--- src/rtl/mmtw_pkg.sv ---
// Package: register map, field layout, reset values and timing for the two-wire data path
package mmtw_pkg;

  // Register word offsets (byte addresses)
  localparam logic [3:0] ADDR_TX_HOLDING_BYTE = 4'h0;
  localparam logic [3:0] ADDR_RX_HOLDING_BYTE = 4'h4;
  localparam logic [3:0] ADDR_CRC_RESULT_BYTE = 4'h8;
  localparam logic [3:0] ADDR_BIT_RATE_DIVIDER = 4'hc;

  // Control and status word offsets (chosen)
  localparam logic [5:0] ADDR_CONTROL = 6'h10;
  localparam logic [5:0] ADDR_STATUS = 6'h14;

  // Control field positions
  localparam int CTL_ENABLE_BIT = 0;
  localparam int CTL_MASTER_BIT = 1;
  localparam int CTL_DIR_BIT = 2;

  // Status field positions
  localparam int ST_TX_EMPTY_BIT = 0;
  localparam int ST_RX_FULL_BIT = 1;
  localparam int ST_TX_EVENT_BIT = 2;
  localparam int ST_RX_EVENT_BIT = 3;
  localparam int ST_CRC_READY_BIT = 4;
  localparam int ST_BUSY_BIT = 5;
  localparam int ST_MATCH_BIT = 6;
  localparam int ST_SLAVE_DIR_BIT = 7;
  localparam int ST_NACK_BIT = 8;
  localparam int ST_ARB_LOST_BIT = 9;

  // Reset values
  localparam logic [7:0] RST_BYTE = 8'h00;
  localparam logic [2:0] RST_DIV_SEL = 3'h0;

  // Divider base figure and CRC polynomial (x^8+x^2+x+1)
  localparam int BASE_DIVISOR = 20;
  localparam logic [7:0] CRC_POLY = 8'h07;

  // Bit-rate window for software guidance, in kHz
  localparam int MIN_RATE_KHZ = 10;
  localparam int MAX_RATE_KHZ = 100;
  localparam int CLK_KHZ = 25000;

  // Shifter sequencing states
  typedef enum logic [1:0] {
    SH_IDLE = 2'b00,
    SH_SHIFT = 2'b01,
    SH_ACK = 2'b11
  } mmtw_sh_t;

endpackage

--- src/rtl/mmtw_crc8.sv ---
// Byte-wide CRC-8 update for the packet error code
`timescale 1ns/1ps
`default_nettype none
module mmtw_crc8
  import mmtw_pkg::*;
(
  // Inputs
  input wire logic [7:0] crc_i,
  input wire logic [7:0] data_i,
  // Result
  output logic [7:0] crc_o
);

  function automatic logic [7:0] crc_step(input logic [7:0] c, input logic [7:0] d);
    logic [7:0] r;
    r = c ^ d;
    for (int i = 0; i < 8; i++) begin
      r = r[7] ? ((r << 1) ^ CRC_POLY) : (r << 1);
    end
    return r;
  endfunction

  assign crc_o = crc_step(crc_i, data_i);

endmodule
`default_nettype wire

--- src/rtl/mmtw_data_path.sv ---
// Two-wire controller data path: holding registers, CRC, divider and bus release
// Behaviour
// - Slave read after own address match loads holding byte into shifter.
// - Slave transmit: acked byte done loads next holding byte.
// - Slave transmit nack: release SDA, keep byte, empty flag stays clear.
// - Master write: holding byte loads after address acknowledged.
// - Master transmit: acked byte done loads next holding byte.
// - Master transmit byte nack: stop request, no load, empty flag clear.
// - Receive register: address while matched in slave, else last byte.
// - Reading receive register clears full flag, lets next byte load.
// - Each receive register load sets receive event flag.
// - Each data byte moved produces CRC byte, loaded, ready flag set.
// - Reading CRC register clears ready flag.
// - Unread CRC result overwritten on next load; ready flag stays set.
// - Three-bit select picks divisor 20 to 2560 for bit rate.
// - Arbitration loss as master releases SDA and SCL at once.
// - Clearing enable releases bus and clears busy; setting resumes.
// - Empty flag set on handoff to shifter, cleared on CPU write.
// - Transmit event flag set when holding byte handed to shifter.
`timescale 1ns/1ps
`default_nettype none
module mmtw_data_path
  import mmtw_pkg::*;
#(
  parameter int DIV_W = 12
) (
  // Clock and reset
  input wire logic clk_i,
  input wire logic rst_i,
  // Wishbone slave
  input wire logic wb_cyc_i,
  input wire logic wb_stb_i,
  input wire logic wb_we_i,
  input wire logic [5:0] wb_adr_i,
  input wire logic [3:0] wb_sel_i,
  input wire logic [31:0] wb_dat_i,
  output logic [31:0] wb_dat_o,
  output logic wb_ack_o,
  // Protocol engine events
  input wire logic start_det_i,
  input wire logic stop_det_i,
  input wire logic addr_done_i,
  input wire logic addr_match_i,
  input wire logic addr_read_i,
  input wire logic byte_done_i,
  input wire logic [7:0] rx_byte_i,
  input wire logic is_rx_i,
  input wire logic ack_seen_i,
  input wire logic arb_lost_i,
  // Shifter and line control
  output logic shift_load_o,
  output logic [7:0] shift_byte_o,
  output logic gen_stop_o,
  output logic sda_release_o,
  output logic scl_release_o,
  output logic bit_tick_o
);

  typedef struct packed {
    logic [7:0] tx_holding_byte;
    logic [7:0] rx_holding_byte;
    logic [7:0] rx_addr;
    logic [7:0] crc_result_byte;
    logic [7:0] crc_acc;
    logic [2:0] divider_select;
    logic module_enable;
    logic master_mode;
    logic master_direction;
    logic tx_holding_empty;
    logic rx_holding_full;
    logic tx_event_flag;
    logic rx_event_flag;
    logic crc_ready_flag;
    logic bus_busy_flag;
    logic own_address_matched;
    logic slave_direction;
    logic ack_not_received;
    logic arb_lost;
    logic hold_tx;
    logic shift_load;
    logic [7:0] shift_byte;
    logic gen_stop;
    logic release_lines;
    logic ack;
    logic [31:0] rdata;
  } mmtw_st_t;

  mmtw_st_t st;
  mmtw_st_t next_st;
  logic [7:0] crc_next;
  logic [7:0] crc_data;
  logic req;
  logic wr;
  logic rd;
  logic handoff;

  ////////////////////////////////////////////////////////////////////////////
  // Helpers

  mmtw_crc8 u_crc (
    .crc_i(st.crc_acc),
    .data_i(crc_data),
    .crc_o(crc_next)
  );

  mmtw_rate_div #(.CNT_W(DIV_W)) u_div (
    .clk_i(clk_i),
    .rst_i(rst_i),
    .run_i(st.module_enable),
    .sel_i(st.divider_select),
    .tick_o(bit_tick_o)
  );

  assign crc_data = is_rx_i ? rx_byte_i : st.shift_byte;
  assign req = wb_cyc_i && wb_stb_i && !st.ack;
  assign wr = req && wb_we_i && wb_sel_i[0];
  assign rd = req && !wb_we_i;

  // Handoff conditions for holding byte
  always_comb begin
    handoff = 1'b0;
    if (st.module_enable && !st.tx_holding_empty) begin
      if (!st.master_mode && addr_done_i && addr_match_i && addr_read_i) begin
        handoff = 1'b1;
      end else if (!st.master_mode && byte_done_i && !is_rx_i && ack_seen_i
                   && st.slave_direction && !st.hold_tx) begin
        handoff = 1'b1;
      end else if (st.master_mode && !st.master_direction && addr_done_i && ack_seen_i) begin
        handoff = 1'b1;
      end else if (st.master_mode && byte_done_i && !is_rx_i && ack_seen_i) begin
        handoff = 1'b1;
      end
    end
  end

  ////////////////////////////////////////////////////////////////////////////
  // Next state

  always_comb begin
    next_st = st;
    next_st.shift_load = 1'b0;
    next_st.gen_stop = 1'b0;
    next_st.ack = req;
    if (req) begin
      unique case (wb_adr_i)
        {2'b00, ADDR_TX_HOLDING_BYTE}: next_st.rdata = {24'h0, st.tx_holding_byte};
        {2'b00, ADDR_RX_HOLDING_BYTE}: next_st.rdata = {24'h0,
          (!st.master_mode && st.own_address_matched) ? st.rx_addr
                                                       : st.rx_holding_byte};
        {2'b00, ADDR_CRC_RESULT_BYTE}: next_st.rdata = {24'h0, st.crc_result_byte};
        {2'b00, ADDR_BIT_RATE_DIVIDER}: next_st.rdata = {29'h0, st.divider_select};
        ADDR_CONTROL: next_st.rdata = {29'h0, st.master_direction, st.master_mode,
                                       st.module_enable};
        ADDR_STATUS: next_st.rdata = {22'h0, st.arb_lost, st.ack_not_received,
          st.slave_direction, st.own_address_matched, st.bus_busy_flag,
          st.crc_ready_flag, st.rx_event_flag, st.tx_event_flag,
          st.rx_holding_full, st.tx_holding_empty};
        default: next_st.rdata = 32'h0;
      endcase
    end
    // Register writes
    if (wr) begin
      unique case (wb_adr_i)
        {2'b00, ADDR_TX_HOLDING_BYTE}: begin
          next_st.tx_holding_byte = wb_dat_i[7:0];
          next_st.tx_holding_empty = 1'b0;
        end
        {2'b00, ADDR_BIT_RATE_DIVIDER}: next_st.divider_select = wb_dat_i[2:0];
        ADDR_CONTROL: begin
          next_st.module_enable = wb_dat_i[CTL_ENABLE_BIT];
          next_st.master_mode = wb_dat_i[CTL_MASTER_BIT];
          next_st.master_direction = wb_dat_i[CTL_DIR_BIT];
        end
        ADDR_STATUS: begin
          if (!wb_dat_i[ST_TX_EVENT_BIT]) next_st.tx_event_flag = 1'b0;
          if (!wb_dat_i[ST_RX_EVENT_BIT]) next_st.rx_event_flag = 1'b0;
          if (!wb_dat_i[ST_ARB_LOST_BIT]) next_st.arb_lost = 1'b0;
        end
        default: begin
        end
      endcase
    end
    // Reads with side effects
    if (rd && wb_adr_i == {2'b00, ADDR_RX_HOLDING_BYTE}) begin
      next_st.rx_holding_full = 1'b0;
    end
    if (rd && wb_adr_i == {2'b00, ADDR_CRC_RESULT_BYTE}) begin
      next_st.crc_ready_flag = 1'b0;
    end
    if (st.module_enable) begin
      if (start_det_i) begin
        next_st.bus_busy_flag = 1'b1;
        next_st.crc_acc = RST_BYTE;
      end
      if (stop_det_i) begin
        next_st.bus_busy_flag = 1'b0;
      end
      // Address phase
      if (addr_done_i && !st.master_mode) begin
        next_st.own_address_matched = addr_match_i;
        if (addr_match_i) begin
          next_st.slave_direction = addr_read_i;
          next_st.rx_addr = rx_byte_i;
          next_st.hold_tx = 1'b0;
        end
      end
      if (addr_done_i) begin
        next_st.ack_not_received = !ack_seen_i;
      end
      // Data byte complete
      if (byte_done_i) begin
        next_st.ack_not_received = !ack_seen_i;
        if (is_rx_i) begin
          next_st.own_address_matched = 1'b0;
          if (!st.rx_holding_full || (rd && wb_adr_i == {2'b00, ADDR_RX_HOLDING_BYTE})) begin
            next_st.rx_holding_byte = rx_byte_i;
            next_st.rx_holding_full = 1'b1;
            next_st.rx_event_flag = 1'b1;
          end
        end
        if (!ack_seen_i && !is_rx_i && !st.master_mode) begin
          next_st.hold_tx = 1'b1;
        end
        if (!ack_seen_i && !is_rx_i && st.master_mode) begin
          next_st.gen_stop = 1'b1;
        end
        // CRC per byte; overwrite also sets the ready flag again
        next_st.crc_acc = crc_next;
        next_st.crc_result_byte = crc_next;
        next_st.crc_ready_flag = 1'b1;
      end
      if (handoff) begin
        next_st.shift_load = 1'b1;
        next_st.shift_byte = st.tx_holding_byte;
        next_st.tx_holding_empty = 1'b1;
        next_st.tx_event_flag = 1'b1;
      end
      if (st.master_mode && arb_lost_i) begin
        next_st.master_mode = 1'b0;
        next_st.arb_lost = 1'b1;
        next_st.release_lines = 1'b1;
      end else if (start_det_i) begin
        next_st.release_lines = 1'b0;
      end
    end else begin
      next_st.bus_busy_flag = 1'b0;
      next_st.release_lines = 1'b1;
      next_st.tx_event_flag = 1'b0;
      next_st.rx_event_flag = 1'b0;
      next_st.master_mode = wr && wb_adr_i == ADDR_CONTROL && wb_dat_i[CTL_MASTER_BIT];
    end
    if (st.module_enable && !next_st.module_enable) begin
      next_st.release_lines = 1'b1;
    end else if (!st.module_enable && next_st.module_enable) begin
      next_st.release_lines = 1'b0;
    end
  end

  always_ff @(posedge clk_i) begin
    if (rst_i) begin
      st <= '0;
      st.tx_holding_empty <= 1'b1;
      st.ack_not_received <= 1'b1;
      st.release_lines <= 1'b1;
      st.divider_select <= RST_DIV_SEL;
    end else begin
      st <= next_st;
    end
  end

  ////////////////////////////////////////////////////////////////////////////
  // Outputs

  assign wb_ack_o = st.ack;
  assign wb_dat_o = st.rdata;
  assign shift_load_o = st.shift_load;
  assign shift_byte_o = st.shift_byte;
  assign gen_stop_o = st.gen_stop;
  assign sda_release_o = st.release_lines || st.hold_tx;
  assign scl_release_o = st.release_lines;

  ////////////////////////////////////////////////////////////////////////////
  // Checks

  slave_load_a: assert property (@(posedge clk_i) disable iff (rst_i)
    st.module_enable && !st.master_mode && !st.tx_holding_empty && addr_done_i
    && addr_match_i && addr_read_i |=> shift_load_o && st.tx_holding_empty)
    else $error("Slave read did not load");
  nack_hold_a: assert property (@(posedge clk_i) disable iff (rst_i)
    st.module_enable && !st.master_mode && byte_done_i && !is_rx_i && !ack_seen_i
    |=> sda_release_o) else $error("Nack did not release SDA");
  master_load_a: assert property (@(posedge clk_i) disable iff (rst_i)
    st.module_enable && st.master_mode && !st.master_direction && !st.tx_holding_empty
    && addr_done_i && ack_seen_i && !arb_lost_i |=> shift_load_o)
    else $error("Master write did not load");
  master_nack_a: assert property (@(posedge clk_i) disable iff (rst_i)
    st.module_enable && st.master_mode && byte_done_i && !is_rx_i && !ack_seen_i
    && !addr_done_i |=> gen_stop_o && !shift_load_o) else $error("Master nack wrong");
  rx_clear_a: assert property (@(posedge clk_i) disable iff (rst_i)
    rd && wb_adr_i == {2'b00, ADDR_RX_HOLDING_BYTE} && !byte_done_i
    |=> !st.rx_holding_full) else $error("Receive full not cleared");
  rx_event_a: assert property (@(posedge clk_i) disable iff (rst_i)
    $rose(st.rx_holding_full) |-> st.rx_event_flag) else $error("No receive event");
  crc_set_a: assert property (@(posedge clk_i) disable iff (rst_i)
    st.module_enable && byte_done_i |=> st.crc_ready_flag && st.crc_result_byte == st.crc_acc)
    else $error("CRC not loaded");
  crc_clear_a: assert property (@(posedge clk_i) disable iff (rst_i)
    rd && wb_adr_i == {2'b00, ADDR_CRC_RESULT_BYTE} && !(st.module_enable && byte_done_i)
    |=> !st.crc_ready_flag) else $error("CRC ready not cleared");
  arb_rel_a: assert property (@(posedge clk_i) disable iff (rst_i)
    st.module_enable && st.master_mode && arb_lost_i
    |=> sda_release_o && scl_release_o && !st.master_mode) else $error("No release");
  disable_a: assert property (@(posedge clk_i) disable iff (rst_i)
    !st.module_enable |=> !st.bus_busy_flag) else $error("Busy not cleared");
  tx_event_a: assert property (@(posedge clk_i) disable iff (rst_i)
    handoff |=> st.tx_event_flag && st.tx_holding_empty) else $error("No tx event");

  slave_tx_c: cover property (@(posedge clk_i) disable iff (rst_i) handoff && !st.master_mode);
  master_tx_c: cover property (@(posedge clk_i) disable iff (rst_i) handoff && st.master_mode);
  rx_byte_c: cover property (@(posedge clk_i) disable iff (rst_i) $rose(st.rx_holding_full));
  arb_c: cover property (@(posedge clk_i) disable iff (rst_i) st.master_mode && arb_lost_i);

endmodule
`default_nettype wire

--- src/rtl/mmtw_rate_div.sv ---
// Bit-rate enable generator with eight selectable divisors
`timescale 1ns/1ps
`default_nettype none
module mmtw_rate_div
  import mmtw_pkg::*;
#(
  parameter int CNT_W = 12
) (
  // Clock and reset
  input wire logic clk_i,
  input wire logic rst_i,
  // Control
  input wire logic run_i,
  input wire logic [2:0] sel_i,
  // Enable pulse
  output logic tick_o
);

  typedef struct packed {
    logic [CNT_W-1:0] cnt;
    logic tick;
  } mmtw_div_st_t;

  mmtw_div_st_t st;
  mmtw_div_st_t next_st;
  logic [CNT_W-1:0] limit;

  // Divisor 20 << code
  assign limit = CNT_W'((BASE_DIVISOR << sel_i) - 1);

  always_comb begin
    next_st = st;
    next_st.tick = 1'b0;
    if (!run_i) begin
      next_st.cnt = '0;
    end else if (st.cnt >= limit) begin
      next_st.cnt = '0;
      next_st.tick = 1'b1;
    end else begin
      next_st.cnt = st.cnt + 1'b1;
    end
  end

  always_ff @(posedge clk_i) begin
    if (rst_i) begin
      st <= '0;
    end else begin
      st <= next_st;
    end
  end

  assign tick_o = st.tick;

  period_a: assert property (@(posedge clk_i) disable iff (rst_i)
    tick_o && run_i |=> !tick_o [*8]) else $error("Divider tick too frequent");

endmodule
`default_nettype wire
--- config.mk ---
export PLATFORM = sky130hd
export DESIGN_NAME = mmtw_data_path
export DESIGN_NICKNAME = d
export VERILOG_FILES = /design/src/rtl/mmtw_pkg.sv /design/src/rtl/mmtw_crc8.sv /design/src/rtl/mmtw_data_path.sv /design/src/rtl/mmtw_rate_div.sv
export SDC_FILE = /design/constraint.sdc
export NUM_CORES = 1
export LEC_CHECK = 0
export ABC_AREA = 0
export BUFFER_PORTS_ARGS = -buffer_cell sky130_fd_sc_hd__buf_2
export CAP_MARGIN = 5
export CORE_MARGIN = 4
export CORE_UTILIZATION = 54
export DETAILED_ROUTE_END_ITERATION = 6
export PLACE_DENSITY = 0.87
export SYNTH_ARGS = -nofsm -noshare
export SYNTH_HDL_FRONTEND = slang
export SYNTH_SLANG_ARGS = --single-unit
--- constraint.sdc ---
create_clock -name clk_i -period 3.3 [get_ports clk_i]
set_input_delay 0.66 -clock clk_i [delete_from_list [all_inputs] [get_ports clk_i]]
set_output_delay 0.66 -clock clk_i [all_outputs]
set_load 0.02 [all_outputs]
==> results.txt <==
status: finished clean
pins over their slew limit: 0
core area: 0.00826 mm^2
mapped cell area: 0.00459 mm^2
Initial Util: 55.6%
Setup-failing EPs final: 0
Warnings, synthesis: 0
Residual DRC: 0
final worst-path cycle share: 86.6%
final worst setup slack: 0.444 ns
post-synthesis adder-cell area fraction: 3.27%
share of cells above drive strength 1: 18.6%
post-synthesis compound-gate area fraction: 15.3%
row count: 33
cts bufs inserted: 9
Setup WS pre-CTS: 0.483 ns
hold_ws: 0.451 ns
cts repair resizes: 0
combinational family with the most area after synthesis: simple AND/OR/NAND/NOR gates
DP HPWL: 8.35 mm
Power Total: 2.04 mW
H-tree depth: 3
share of the synthesized area in the top cell type: 40.1%
max incr delay on CP: 0.60 ns
Max Fclk: 350 MHz
area grow syn2layout: 7.33%
Die H: 100 um
Worst-Skew Late Latency: 0.37 ns
post-synthesis register bit count: 92
Die Area: 0.0100 mm^2
antenna diode count: 0
commonest non-fill, non-tap cell in the layout: dfxtp_1
CTS tree: built
largest cells by area after synthesis: dfxtp_1 40%, buf_4 7.0%, mux2i_1 6.3%
vias in the first global route: 3603
cell count after synthesis: 499
io pins: 110
Worst Setup Start Kind: flop
RSZ-0062 raised after global routing: false
top cell type by total area after synthesis: dfxtp_1
buffer depth of the longest clock path: 2
Post-synth EDFFs: 0
DR vias/cell: 5.93
CTS Hold Buffers Added: 0
Max-cap violations: 0
r2r startpoint: st[58]
IO Port Bufs: 61
Synth Area in XOR/XNOR: 7.41%
Power Density: 414 mW/mm^2
worst clock skew: 0.0117 ns
post-route ant nets: 0
WHS Endpoint: u_div.st[1]
CP Capture Type: flop
worst reg-to-reg path cell count: 10
die width: 100 um
mux contribution to synthesized area: 7.80%
library cells used by synthesis: 58
share of the yosys chip area belonging to registers: 40.1%
DRT iter0 DRCs: 324
crit path time final: 2.86 ns
largest net degree at the start of global routing: 36
data arrival time of the critical path: 3.08 ns
FFs w/ async S/R, synth: 0%
Congestion Overflow GR: 0
Clk pin slew, worst setup/hold paths: 0.09 ns
CTS Root Cell: clkbuf_8
FF-to-FF End: u_div.st[7]
nets: 610
initial antenna violation count: 0
first-pass GRT wire length: 17.5 mm
CTS Sinks: 92
dominant synthesized flop cell: dfxtp_1
simple logic cell fraction of the synthesized area: 16.0%
slowest CP cell: dfxtp_1
gr usage total: 22.0%
setup TNS: 0 ns
Post-Route WL: 11.2 mm
internal reg-to-reg setup slack: 0.44 ns
CP max FO: 12
Crit Path Category: flop to flop
Hold Crit Depth: 1
WL per Instance: 17.4 um
CP Data Required Time: 3.52 ns
Peak supply drop: 0.206 mV
via count: 3820
commonest non-fill, non-tap cells in the layout: 92 x dfxtp_1, 61 x nor2_1, 61 x buf_2, 37 x nand2_1, 30 x a21oi_1
Setup Buffers After CTS: 0
drt pass-1 iters: 6
Worst Hold Class: flop to flop
Final Hold Viols: 0
hold path startpoint: u_div.st[1]
syn avg cell area: 9.20 um^2
Lkg Pwr: 2.18 nW
Slew HR: 34.6%
final RePlAce weighted congestion: 0.902
Critical Path, Cell by Cell: nor2_1 -> nand2_1 -> ha_1 -> and3_1 -> o21ai_0 -> ha_1 -> nand4_1 -> or3_1 -> o2111ai_1 -> nor2_1
Slew @ Worst Pin: 0.980 ns
registers in the layout (all words and copies together), names as in the netlist:
name,cells
st,57
u_div.st,12
wb_dat_o,10
shift_byte_o,8
gen_stop_o,1
scl_release_o,1
shift_load_o,1
u_div.tick_o,1
wb_ack_o,1
critical path: cells and delay by family, from the launching register on:
kind	cells	cell delay [ns]
AOI/OAI and AO/OA	2	0.52
adders and majority gates	2	0.50
and+or+nand+nor	6	1.08
DFF	1	0.60
metrics by stage:
step,instance area (um^2),instances,util [%]
2_1_floorplan,4670,520,-
3_3_place_gp,4730,628,57.3
3_5_place_dp,4730,628,57.3
4_1_cts,4930,644,59.7
5_1_grt,4930,644,59.7
6_report,4930,644,59.7
cell type report:
type | count | area (um^2)
Fill cell | 707 | 3330
Multi-Input combinational cell | 355 | 2370
Sequential cell | 92 | 1840
Timing Repair Buffer | 68 | 358
Clock buffer | 10 | 138
Tap cell | 105 | 131
Clock inverter | 6 | 60.1
Inverter | 8 | 30.0
Yosys cell counts, types with 2 or more instances:
cell type,number
nand3_1,14
nand3b_1,3
nor2b_1,3
nor2_1,61
a21oi_1,30
xnor2_1,10
a221oi_1,3
clkbuf_1,18
and3_1,8
dfxtp_1,92
xor2_1,14
nand4_1,3
mux2i_1,29
a311oi_1,4
a21o_1,14
nand2_1,37
or2_2,2
o21ai_0,13
ha_1,12
and3b_1,2
nor4_1,3
mux2_2,6
a22o_1,9
inv_1,8
buf_1,2
a211oi_1,8
nand2b_1,6
a31oi_1,2
and2_1,2
buf_4,43
a222oi_1,6
nor3_1,3
xnor3_1,4
metal layers:
layer / part of all wire, % / global-route usage (%) / up-vias
li1: - / - / 1765
met1: 41 / 28.4 / 1819
met2: 48 / 36.1 / 204
met3: 8.4 / 4.38 / 32
met4: 2.7 / 8.60 / 0
met5: 0 / 0 / -
worst max path at each step:
stage | start | end | cells past startpoint
after floorplan | st[58] | u_div.st[12] | 12
after global placement | st[58] | u_div.st[3] | 10
after detailed placement | st[58] | u_div.st[12] | 10
after CTS | st[58] | u_div.st[8] | 10
after global routing | st[58] | u_div.st[8] | 9
final | st[58] | u_div.st[7] | 10
power breakdown:
part,internal (mW),switching [mW]
registers,1.12,0.00357
clock network,0.308,0.437
logic,0.0624,0.111
total,1.49,0.552
logic make-up (layout without fill, tap and decap cells):
group                    after synthesis  count (layout)
multiplexers                          35              35
flip-flops                            92              92
AO/OA/AOI/OAI                        101             101
AND/OR/NAND/NOR                      155             155
adder cells (fa/ha/maj)               12              12
other                                  1              22
buffers and inverters                 73              92
XOR/XNOR                              30              30
(Power assumes the default switching activity.)
